--- src/timer5_pkg.sv ---
package timer5_pkg;

    // ------------------------------------------------------------
    // register map (word aligned byte addresses)
    // ------------------------------------------------------------
    localparam int ADDR_W = 8;
    localparam logic [7:0] OFF_CTRL = 8'h00;
    localparam logic [7:0] OFF_SRC = 8'h04;
    localparam logic [7:0] OFF_CNT_LO = 8'h08;
    localparam logic [7:0] OFF_CNT_HI = 8'h0c;
    localparam logic [7:0] OFF_RC_LO = 8'h10;
    localparam logic [7:0] OFF_RC_HI = 8'h14;
    localparam logic [7:0] OFF_IRQ_STAT = 8'h18;
    localparam logic [7:0] OFF_IRQ_MASK = 8'h1c;

    localparam logic [7:0] BYTE_RESET = 8'h00;
    localparam logic [15:0] COUNT_MAX = 16'hffff;
    localparam logic [15:0] COUNT_ZERO = 16'h0000;

    // ------------------------------------------------------------
    // field encodings
    // ------------------------------------------------------------
    localparam logic [1:0] MODE_RELOAD = 2'h0;
    localparam logic [1:0] MODE_BAUD = 2'h1;
    localparam logic [1:0] MODE_CAP_RISE = 2'h2;
    localparam logic [1:0] MODE_CAP_FALL = 2'h3;

    localparam logic [1:0] PSC_DIV1 = 2'h0;
    localparam logic [1:0] PSC_DIV8 = 2'h1;
    localparam logic [1:0] PSC_DIV64 = 2'h2;
    localparam logic [7:0] PSC_MASK_DIV1 = 8'h00;
    localparam logic [7:0] PSC_MASK_DIV8 = 8'h07;
    localparam logic [7:0] PSC_MASK_DIV64 = 8'h3f;
    localparam logic [7:0] PSC_MASK_DIV256 = 8'hff;

    localparam int SRC_N = 4;
    localparam int IRQ_N = 2;
    localparam int IRQ_OVF = 0;
    localparam int IRQ_EXT = 1;

    typedef struct packed {
        logic overflow_flag;
        logic external_event_flag;
        logic [1:0] prescale_select;
        logic [1:0] mode_select;
        logic run_bit;
        logic external_event_enable;
    } timer_control_t;

    // bit order matches capture_source codes: bit 0 is the timer pin
    typedef struct packed {
        logic uart2_receive_line;
        logic uart1_receive_line;
        logic lfrc_clock;
        logic timer_event_pin;
    } event_inputs_t;

endpackage

--- src/timer5_reload_capture.sv ---
// Notes on behaviour
// - counter overflow sets overflow flag; only a software write of zero clears it.
// - detected enabled external event sets external event flag; software clears it.
// - prescale select divides count clock by 1, 8, 64 or 256.
// - mode select picks auto-reload, baud generator, rising capture or falling capture.
// - run bit zero stops the counter, one lets it count.
// - external event enable zero ignores inputs; one lets edges capture or reload.
// - capture source selects timer pin, low-frequency RC, UART1 or UART2 receive line.
// - count held in low and high byte registers, read/write, reset zero.
// - reload/capture value in low and high byte registers, read/write, reset zero.
// - auto-reload wraps to reload value with overflow; enabled edge forces reload too.
// - baud mode reloads on overflow without interrupt; edges flag without reload.
// - capture modes overflow to zero with flag; qualifying edge captures count.
// - starting the run bit continues from the present count.
//
// The placing of the registers and the Wishbone slave port were chosen for this implementation.
module timer5_reload_capture (
    input wire logic i_clk, // system clock
    input wire logic i_rst, // async reset, active high
    input wire logic i_wb_cyc, // wishbone cycle
    input wire logic i_wb_stb, // wishbone strobe
    input wire logic i_wb_we, // wishbone write enable
    input wire logic [timer5_pkg::ADDR_W-1:0] i_wb_adr, // byte address
    input wire logic [3:0] i_wb_sel, // byte lane selects
    input wire logic [31:0] i_wb_dat, // write data
    output logic [31:0] o_wb_dat, // read data
    output logic o_wb_ack, // wishbone acknowledge
    input wire timer5_pkg::event_inputs_t i_events, // external event inputs
    output logic o_irq, // level interrupt
    output logic o_baud_tick // one pulse per baud-mode overflow
);
    import timer5_pkg::*;

    // ------------------------------------------------------------
    // state
    // ------------------------------------------------------------
    timer_control_t ctrl_q, ctrl_d;
    logic [1:0] src_q;
    logic [15:0] count_q, count_d;
    logic [15:0] rcap_q, rcap_d;
    logic [IRQ_N-1:0] stat_q, stat_d;
    logic [IRQ_N-1:0] mask_q;
    logic [7:0] pcnt_q;
    logic ack_q;
    logic [31:0] rdat_q;
    logic irq_q;
    logic baud_q;
    logic [SRC_N-1:0] sync1_q, sync2_q, sync3_q;

    // ------------------------------------------------------------
    // wishbone slave
    // ------------------------------------------------------------
    logic req, wr;
    logic wr_ctrl, wr_src, wr_cnt_lo, wr_cnt_hi, wr_rc_lo, wr_rc_hi, wr_stat, wr_mask;
    logic [7:0] wbyte, rbyte;

    assign req = i_wb_cyc & i_wb_stb;
    assign wr = req & i_wb_we & ack_q & i_wb_sel[0];
    assign wbyte = i_wb_dat[7:0];
    assign wr_ctrl = wr && (i_wb_adr == OFF_CTRL);
    assign wr_src = wr && (i_wb_adr == OFF_SRC);
    assign wr_cnt_lo = wr && (i_wb_adr == OFF_CNT_LO);
    assign wr_cnt_hi = wr && (i_wb_adr == OFF_CNT_HI);
    assign wr_rc_lo = wr && (i_wb_adr == OFF_RC_LO);
    assign wr_rc_hi = wr && (i_wb_adr == OFF_RC_HI);
    assign wr_stat = wr && (i_wb_adr == OFF_IRQ_STAT);
    assign wr_mask = wr && (i_wb_adr == OFF_IRQ_MASK);

    always_comb begin
        case (i_wb_adr)
            OFF_CTRL: rbyte = ctrl_q;
            OFF_SRC: rbyte = {6'h00, src_q};
            OFF_CNT_LO: rbyte = count_q[7:0];
            OFF_CNT_HI: rbyte = count_q[15:8];
            OFF_RC_LO: rbyte = rcap_q[7:0];
            OFF_RC_HI: rbyte = rcap_q[15:8];
            OFF_IRQ_STAT: rbyte = {6'h00, stat_q};
            OFF_IRQ_MASK: rbyte = {6'h00, mask_q};
            default: rbyte = BYTE_RESET;
        endcase
    end

    // ack one cycle after the request, read data sampled with it
    always_ff @(posedge i_clk or posedge i_rst) begin
        if (i_rst) begin
            ack_q <= 1'b0;
            rdat_q <= 32'h0000_0000;
        end else begin
            ack_q <= req & ~ack_q;
            if (req && !ack_q) begin
                rdat_q <= {24'h00_0000, rbyte};
            end
        end
    end

    // ------------------------------------------------------------
    // input synchronisers and edge detect
    // ------------------------------------------------------------
    genvar gi;
    generate
        for (gi = 0; gi < SRC_N; gi++) begin : g_sync
            always_ff @(posedge i_clk or posedge i_rst) begin
                if (i_rst) begin
                    sync1_q[gi] <= 1'b0;
                    sync2_q[gi] <= 1'b0;
                    sync3_q[gi] <= 1'b0;
                end else begin
                    sync1_q[gi] <= i_events[gi];
                    sync2_q[gi] <= sync1_q[gi];
                    sync3_q[gi] <= sync2_q[gi];
                end
            end
        end
    endgenerate

    logic ev_now, ev_prev, ev_rise, ev_fall, edge_hit;
    logic mode_cap, ext_reload, capture;
    assign ev_now = sync2_q[src_q];
    assign ev_prev = sync3_q[src_q];
    assign ev_rise = ev_now & ~ev_prev;
    assign ev_fall = ~ev_now & ev_prev;
    assign mode_cap = ctrl_q.mode_select[1];

    always_comb begin
        case (ctrl_q.mode_select)
            MODE_CAP_RISE: edge_hit = ev_rise;
            MODE_CAP_FALL: edge_hit = ev_fall;
            default: edge_hit = ev_rise | ev_fall;
        endcase
        if (!ctrl_q.external_event_enable) begin
            edge_hit = 1'b0;
        end
    end
    assign ext_reload = edge_hit && (ctrl_q.mode_select == MODE_RELOAD);
    assign capture = edge_hit && mode_cap;

    // ------------------------------------------------------------
    // prescaler
    // ------------------------------------------------------------
    logic [7:0] pmask;
    logic tick, wrap, ovf_set;
    always_comb begin
        case (ctrl_q.prescale_select)
            PSC_DIV1: pmask = PSC_MASK_DIV1;
            PSC_DIV8: pmask = PSC_MASK_DIV8;
            PSC_DIV64: pmask = PSC_MASK_DIV64;
            default: pmask = PSC_MASK_DIV256;
        endcase
    end
    assign tick = ctrl_q.run_bit && ((pcnt_q & pmask) == pmask);
    assign wrap = tick && (count_q == COUNT_MAX);
    assign ovf_set = wrap && (ctrl_q.mode_select != MODE_BAUD);

    always_ff @(posedge i_clk or posedge i_rst) begin
        if (i_rst) begin
            pcnt_q <= BYTE_RESET;
        end else if (ctrl_q.run_bit) begin
            pcnt_q <= pcnt_q + 8'h01;
        end else begin
            pcnt_q <= BYTE_RESET;
        end
    end

    // ------------------------------------------------------------
    // count and reload/capture registers
    // ------------------------------------------------------------
    always_comb begin
        count_d = count_q;
        if (ext_reload) begin
            count_d = rcap_q;
        end else if (wrap) begin
            count_d = mode_cap ? COUNT_ZERO : rcap_q;
        end else if (tick) begin
            count_d = count_q + 16'h0001;
        end
        if (wr_cnt_lo) begin
            count_d[7:0] = wbyte;
        end
        if (wr_cnt_hi) begin
            count_d[15:8] = wbyte;
        end
    end

    always_comb begin
        rcap_d = rcap_q;
        if (capture) begin
            rcap_d = count_q;
        end
        if (wr_rc_lo) begin
            rcap_d[7:0] = wbyte;
        end
        if (wr_rc_hi) begin
            rcap_d[15:8] = wbyte;
        end
    end

    always_ff @(posedge i_clk or posedge i_rst) begin
        if (i_rst) begin
            count_q <= COUNT_ZERO;
            rcap_q <= COUNT_ZERO;
        end else begin
            count_q <= count_d;
            rcap_q <= rcap_d;
        end
    end

    // ------------------------------------------------------------
    // control, source select, flags
    // ------------------------------------------------------------
    always_comb begin
        ctrl_d = ctrl_q;
        if (wr_ctrl) begin
            ctrl_d = wbyte;
        end
        if (ovf_set) begin
            ctrl_d.overflow_flag = 1'b1;
        end
        if (edge_hit) begin
            ctrl_d.external_event_flag = 1'b1;
        end
    end

    always_ff @(posedge i_clk or posedge i_rst) begin
        if (i_rst) begin
            ctrl_q <= BYTE_RESET;
            src_q <= 2'h0;
        end else begin
            ctrl_q <= ctrl_d;
            if (wr_src) begin
                src_q <= wbyte[1:0];
            end
        end
    end

    // ------------------------------------------------------------
    // interrupt status, mask, outputs
    // ------------------------------------------------------------
    always_comb begin
        stat_d = stat_q;
        if (wr_stat) begin
            stat_d = stat_q & ~wbyte[IRQ_N-1:0];
        end
        stat_d[IRQ_OVF] = stat_d[IRQ_OVF] | ovf_set;
        stat_d[IRQ_EXT] = stat_d[IRQ_EXT] | edge_hit;
    end

    always_ff @(posedge i_clk or posedge i_rst) begin
        if (i_rst) begin
            stat_q <= 2'h0;
            mask_q <= 2'h0;
            irq_q <= 1'b0;
            baud_q <= 1'b0;
        end else begin
            stat_q <= stat_d;
            if (wr_mask) begin
                mask_q <= wbyte[IRQ_N-1:0];
            end
            irq_q <= |(stat_d & (wr_mask ? wbyte[IRQ_N-1:0] : mask_q));
            baud_q <= wrap && (ctrl_q.mode_select == MODE_BAUD);
        end
    end

    assign o_wb_ack = ack_q;
    assign o_wb_dat = rdat_q;
    assign o_irq = irq_q;
    assign o_baud_tick = baud_q;
endmodule

--- config.mk ---
export PLATFORM = sky130hd
export DESIGN_NAME = timer5_reload_capture
export DESIGN_NICKNAME = d
export VERILOG_FILES = /design/src/timer5_pkg.sv /design/src/timer5_reload_capture.sv
export SDC_FILE = /design/constraint.sdc
export NUM_CORES = 1
export LEC_CHECK = 0
export BUFFER_PORTS_ARGS = -buffer_cell sky130_fd_sc_hd__buf_2
export CAP_MARGIN = 0
export CORE_MARGIN = 3
export CORE_UTILIZATION = 40
export CTS_CLUSTER_DIAMETER = 30
export DETAILED_ROUTE_END_ITERATION = 8
export MAX_ROUTING_LAYER = met4
export SLEW_MARGIN = 15
export SYNTH_ARGS = -nofsm -noshare
export SYNTH_HDL_FRONTEND = slang
export SYNTH_SLANG_ARGS = --single-unit
--- constraint.sdc ---
create_clock -name i_clk -period 2.71 [get_ports i_clk]
set_clock_uncertainty 0.15 [all_clocks]
set_input_delay 0.271 -clock i_clk [delete_from_list [all_inputs] [get_ports i_clk]]
set_output_delay 0.271 -clock i_clk [all_outputs]
set_load 0.05 [all_outputs]
### After elaboration in Yosys (flattened, before gate mapping)

Index checks and enable logic that the tools add are counted.

* word-level logic and storage cells: 114
* register bits after elaboration: 77
* output and inout bits: 35

* bitwise gates (word level): 17
* reductions and logical operators: 26
* equality and inequality tests: 15
* add/subtract/negate cells: 2
* mux-type cells: 23
* magnitude comparators: 1

Operator list (count)
* 2-to-1 mux 16 bit: 5
* case mux 8 bit (8 select lines): 1
* 2-to-1 mux 8 bit: 6
* == test 8 x 5 -> 1 bit, second input constant: 4
* case mux 8 bit (3 select lines): 1
* adder 16 x 1 -> 16 bit, second input constant: 1
* == test 16 bit, second input constant: 1
* == test 8 x 4 -> 1 bit, second input constant: 2
* logical AND 1 bit: 15
* adder 8 x 1 -> 8 bit, second input constant: 1
* AND 8 bit: 1
* == test 8 x 3 -> 1 bit, second input constant: 1
* == test 8 bit: 1
* zero test 8 bit: 1
* nonzero test 2 bit: 4
* nonzero test 4 bit: 2
* AND 1 bit: 7
* == test 2 bit, second input constant: 3
* 2-to-1 mux 1 bit: 5
* AND 2 bit: 2
* binary-select mux 1 bit (select 2 bit): 2
* == test 2 x 1 -> 1 bit, second input constant: 2
* zero test 2 bit: 2
* 2-to-1 mux 2 bit: 2
* 8 further kinds: 12

### Depth between registers and ports, before layout

* word-level depth: 10
* gate-level depth with buffers: 10

### Worst setup path before layout

Ideal clock, no wire load.

* path type: register to register
* start: register src_q[0]
* end: register count_q[0]
* clock period less this slack: 2.673 ns
* cell stages (with the launch flop): 9
* arrival time: 2.450 ns
* data required time: 2.487 ns
* slack: 0.037 ns
* cell sequence: dfrtp_1 mux4_2 ha_1 or4b_1 buf_2 o21ai_2 clkbuf_1 a21oi_1 a21oi_2

* word-level cells in the longest chain between the ends: 10
* elaborated cells on any way between the ends: 15
* those cells by class: mux (8); bitwise (5); reduce/logical (2)

Ends and longest elaborated chain
* start, declared: RTL line timer5_reload_capture.sv:38 `logic [1:0] src_q;`
* start signal, assigned: RTL line timer5_reload_capture.sv:230 `src_q <= wbyte[1:0];`
* binary-select mux 1 bit (select 2 bit), on equally long branches: RTL line timer5_reload_capture.sv:119, timer5_reload_capture.sv:118
* 2-to-1 mux 1 bit, on equally long branches: RTL line timer5_reload_capture.sv:119, timer5_reload_capture.sv:118
* inverter 1 bit, on equally long branches: RTL line timer5_reload_capture.sv:120, timer5_reload_capture.sv:121
* AND 1 bit, on equally long branches: RTL line timer5_reload_capture.sv:120, timer5_reload_capture.sv:121
* bitwise OR 1 bit: RTL line timer5_reload_capture.sv:128 `default: edge_hit = ev_rise | ev_fall;`
* case mux 1 bit (2 select lines) (*): RTL line timer5_reload_capture.sv:125 `case (ctrl_q.mode_select)`
* 2-to-1 mux 1 bit (*): RTL line timer5_reload_capture.sv:130 `if (!ctrl_q.external_event_enable) begin`
* logical AND 1 bit (*): RTL line timer5_reload_capture.sv:134 `assign ext_reload = edge_hit && (ctrl_q.mode_select == MODE_RELOAD);`
* 2-to-1 mux 16 bit: RTL line timer5_reload_capture.sv:169 `if (ext_reload) begin`
* 2-to-1 mux 8 bit: RTL line timer5_reload_capture.sv:176 `if (wr_cnt_lo) begin`
* end signal, assigned: RTL line timer5_reload_capture.sv:202 `count_q <= count_d;`
* end, declared: RTL line timer5_reload_capture.sv:39 `logic [15:0] count_q, count_d;`

Mark *: on every way between the ends. The rest lies on a longest branch, timed or not. The select of a mux whose other input is x is not followed.
A chain may end at the register's enable or synchronous reset.

### Final worst setup path

* start: register src_q[0]
* end: register count_q[2]

Same word-level chain as after synthesis.

==> metrics.md <==
| Metric | Value |
|---|---|
| # H-tree levels | `3` |
| First-pass GRT wire length | `between 15000 and 20000 um` |
| Tot GR Track Use | `0.2046` |
| Post-synthesis sequential area ratio | `0.4435` |
| Worst hold start | `i_wb_dat[2]` |
| I/O pins | `88` |
| CP Data Required Time | `2.81 ns` |
| VDD IR max | `between 0.2 and 0.25 mV` |
| CTS buffer count | `9` |
| Dpl cell area | `4643 um^2` |
| Synthesized-area fraction occupied by adder cells | `0.01152` |
| Crit Path Max Fanout | `5` |
| Fin nets | `534` |
| Worst setup path class | `register to register` |
| DIE AREA | `12150 um^2` |
| Top FF cell, synth | `dfrtp_1` |
| Ys async rst share | `1.000` |
| Wire per inst | `18.10 um` |
| Largest net degree at the start of global routing | `45` |
| Initial antenna violation count | `0` |
| Gr ovfl total | `0` |
| Min Clock Period, post-route | `2.600 ns` |
| Clk sinks | `77` |
| Yosys warns | `0` |
| Netlist cell types | `between 60 and 70` |
| CTS tree | `yes` |
| Synthesized instance count | `430` |
| Relative slew slack | `0.5969` |
| Clock Latency Late Sink | `0.37 ns` |
| Post-synth EDFFs | `0` |
| Reg-to-Reg Start | `src_q[0]` |
| Cell area power density | `466.7 nW/um^2` |
| Crit. Startpoint | `src_q[0]` |
| Crit. End Element | `register` |
| Final setup fails | `0` |
| Max-cap viol count | `0` |
| Layout cell share with drive strength beyond 1 | `0.2427` |
| Commonest non-fill, non-tap cell in the layout | `dfrtp_1` |
| RSZ-0062 raised after global routing | `yes` |
| Area fraction in compound gates after synthesis | `0.1668` |
| Via Count | `between 3000 and 4000` |
| Fill count | `1018` |
| Syn-to-layout area delta | `13.59%` |
| Vias/cell | `about 5.7` |
| Gpl congestion | `between 0.9 and 1` |
| Xor/xnor share of the synthesized area | `0.03629` |
| Die W | `~110 um` |
| Yosys reg bits | `77` |
| Cell area after layout | `4935 um^2` |
| Post-Synth Simple-Gate Area | `0.1786` |
| Status | `completed` |
| Clk buf depth | `2` |
| Worst Max-Slew Pin Slew | `between 0.6 and 0.7 ns` |
| Clock transition at the registers of the reported paths | `0.10 ns` |
| Iteration-0 DRC Markers | `320` |
| Mapped Area | `about 4300 um^2` |
| Die Height | `110.2 um` |
| Hold Crit Class | `input pin to register` |
| Post-Place Worst Slack | `0.04716 ns` |
| Critical path launch point type | `register` |
| Port bufs | `36` |
| Final-report hold violation count | `0` |
| WP data arrival | `2.70 ns` |
| Sequential cell area | `1927 um^2` |
| Post-synthesis mux area share | `0.08410` |
| DP HPWL | `7892 um` |
| Final worst slack | `roughly 0.11 ns` |
| Largest family of logic cells by synthesized area | `simple AND/OR/NAND/NOR gates` |
| Core Util, Final | `0.4717` |
| Core area | `between 10000 and 15000 um^2` |
| Crit share post-route | `0.9594` |
| Slew Viols, Final | `0` |
| Mean Syn Cell Area | `10.10 um^2` |
| Max Fclk | `384.6 MHz` |
| ANT cells | `0` |
| Commonest non-fill, non-tap cells in the layout | `dfrtp_1 (77), a21oi_1 (39), nor2_1 (37)` |
| Antenna-violating nets left | `0` |
| Vias in the first global route | `3402` |
| Drt first pass iters | `4` |
| Initial Util | `0.4152` |
| Pleak | `0.002343 uW` |
| Area occupied by multi-input gates | `2202 um^2` |
| FP Rows | `37` |
| CTS Root Cell | `clkbuf_8` |
| Setup Fix Bufs, Post-CTS | `0` |
| Post-route DRC | `0` |
| Routed wire length | `roughly 11000 um` |
[synthesized netlist by cell type, drive strengths merged, types with 3 or more instances]
cell type	number	area, um^2
inv	11	41.29
buf	37	252.7
and2	8	50.05
nand2b	4	30.03
a221oi	4	35.03
and3	7	43.79
a21o	7	52.55
xor2	7	61.31
mux4	3	71.32
a222oi	6	60.06
clkbuf	9	46.29
ha	4	50.05
nand3	24	137.6
a21oi	48	274.0
nand4	9	56.30
nor2	38	150.1
o21ai	7	38.79
and4	3	26.28
nand2	20	87.58
a22oi	8	60.06
xnor2	11	96.34
nor4	3	25.02
nor3	7	67.56
mux2i	17	170.2
dfrtp	77	1927
o22ai	14	87.58
mux2	11	123.9
[registers in the layout, summed over array words and instances, names as in the netlist]
name / flops
o_irq: 1
sync2_q: 4
ctrl_q: 8
sync1_q: 4
rcap_q: 16
count_q: 16
o_wb_dat: 8
o_wb_ack: 1
src_q: 2
o_baud_tick: 1
stat_q: 2
pcnt_q: 8
mask_q: 2
sync3_q: 4
[layer usage]
layer / up-vias / share of wire / global-route usage
li1: 1622 / - / -
met1: 1694 / 0.45 / 0.2829
met2: 168 / 0.46 / 0.3063
met3: 19 / 0.080 / 0.04485
met4: 0 / 0.018 / 0.05453
met5: - / 0 / -
[worst paths after layout]
kind | to | slack, ns | cells past startpoint
hold reg to reg | sync2_q[2] | 0.21 | 0
max in group asynchronous | rcap_q[7] | 1.43 | 4
setup reg to reg | count_q[2] | 0.11 | 7
setup / recovery | count_q[2] | 0.11 | 7
min in group asynchronous | o_baud_tick | 0.35 | 3
hold / removal | count_q[2] | 0.04 | 3
[per-stage QoR]
stage	hold slack, ns	std cells	TNS (ns)	power [uW]
final	0.03934	618	0	2303
after global routing	0.05851	618	-0.1291	2405
after CTS	0.02756	618	0	2322
after detailed placement	0.1903	597	0	1434
after global placement	0.1816	597	0	1432
after floorplan	0.1524	453	0	1398
[worst max-delay path, cell delays in order (launching register included)]
cell,delay (ns)
dfrtp_1,0.42
mux4_2,0.53
ha_1,0.34
nor4b_2,0.28
a21oi_1,0.12
buf_4,0.20
o311ai_0,0.35
nand2_1,0.09
[logic make-up (layout without fill, tap and decap cells)]
group,after synthesis,after routing
buffers and inverters,57,86
and+or+nand+nor,134,134
adders and majority gates,4,4
muxes,31,31
DFF,77,77
AOI/OAI and AO/OA,108,108
other,1,24
xor gates and xnor gates,18,18
[power by group]
group | switching [uW] | internal, uW | total, uW
registers | 23.8 | 1170 | 1190
logic | 169 | 57.3 | 227
clock network | 518 | 366 | 884
[cell type report]
cell class	count	share of cell area
multi-input cells	319	0.4462
repair buffers	59	0.07911
clock inverters	7	0.01597
well taps	136	0.03448
inverters	11	0.008621
clock buffers	9	0.02510
flip-flops and latches	77	0.3905
[what timing repair did]
action | CTS | global route
gates resized for setup | 0 | 8
hold buffers | 5 | 0
endpoints found under the hold margin | 37 | 0
setup endpoints to repair | 0 | 16
Note: power is estimated with default switching activity, not from simulation.
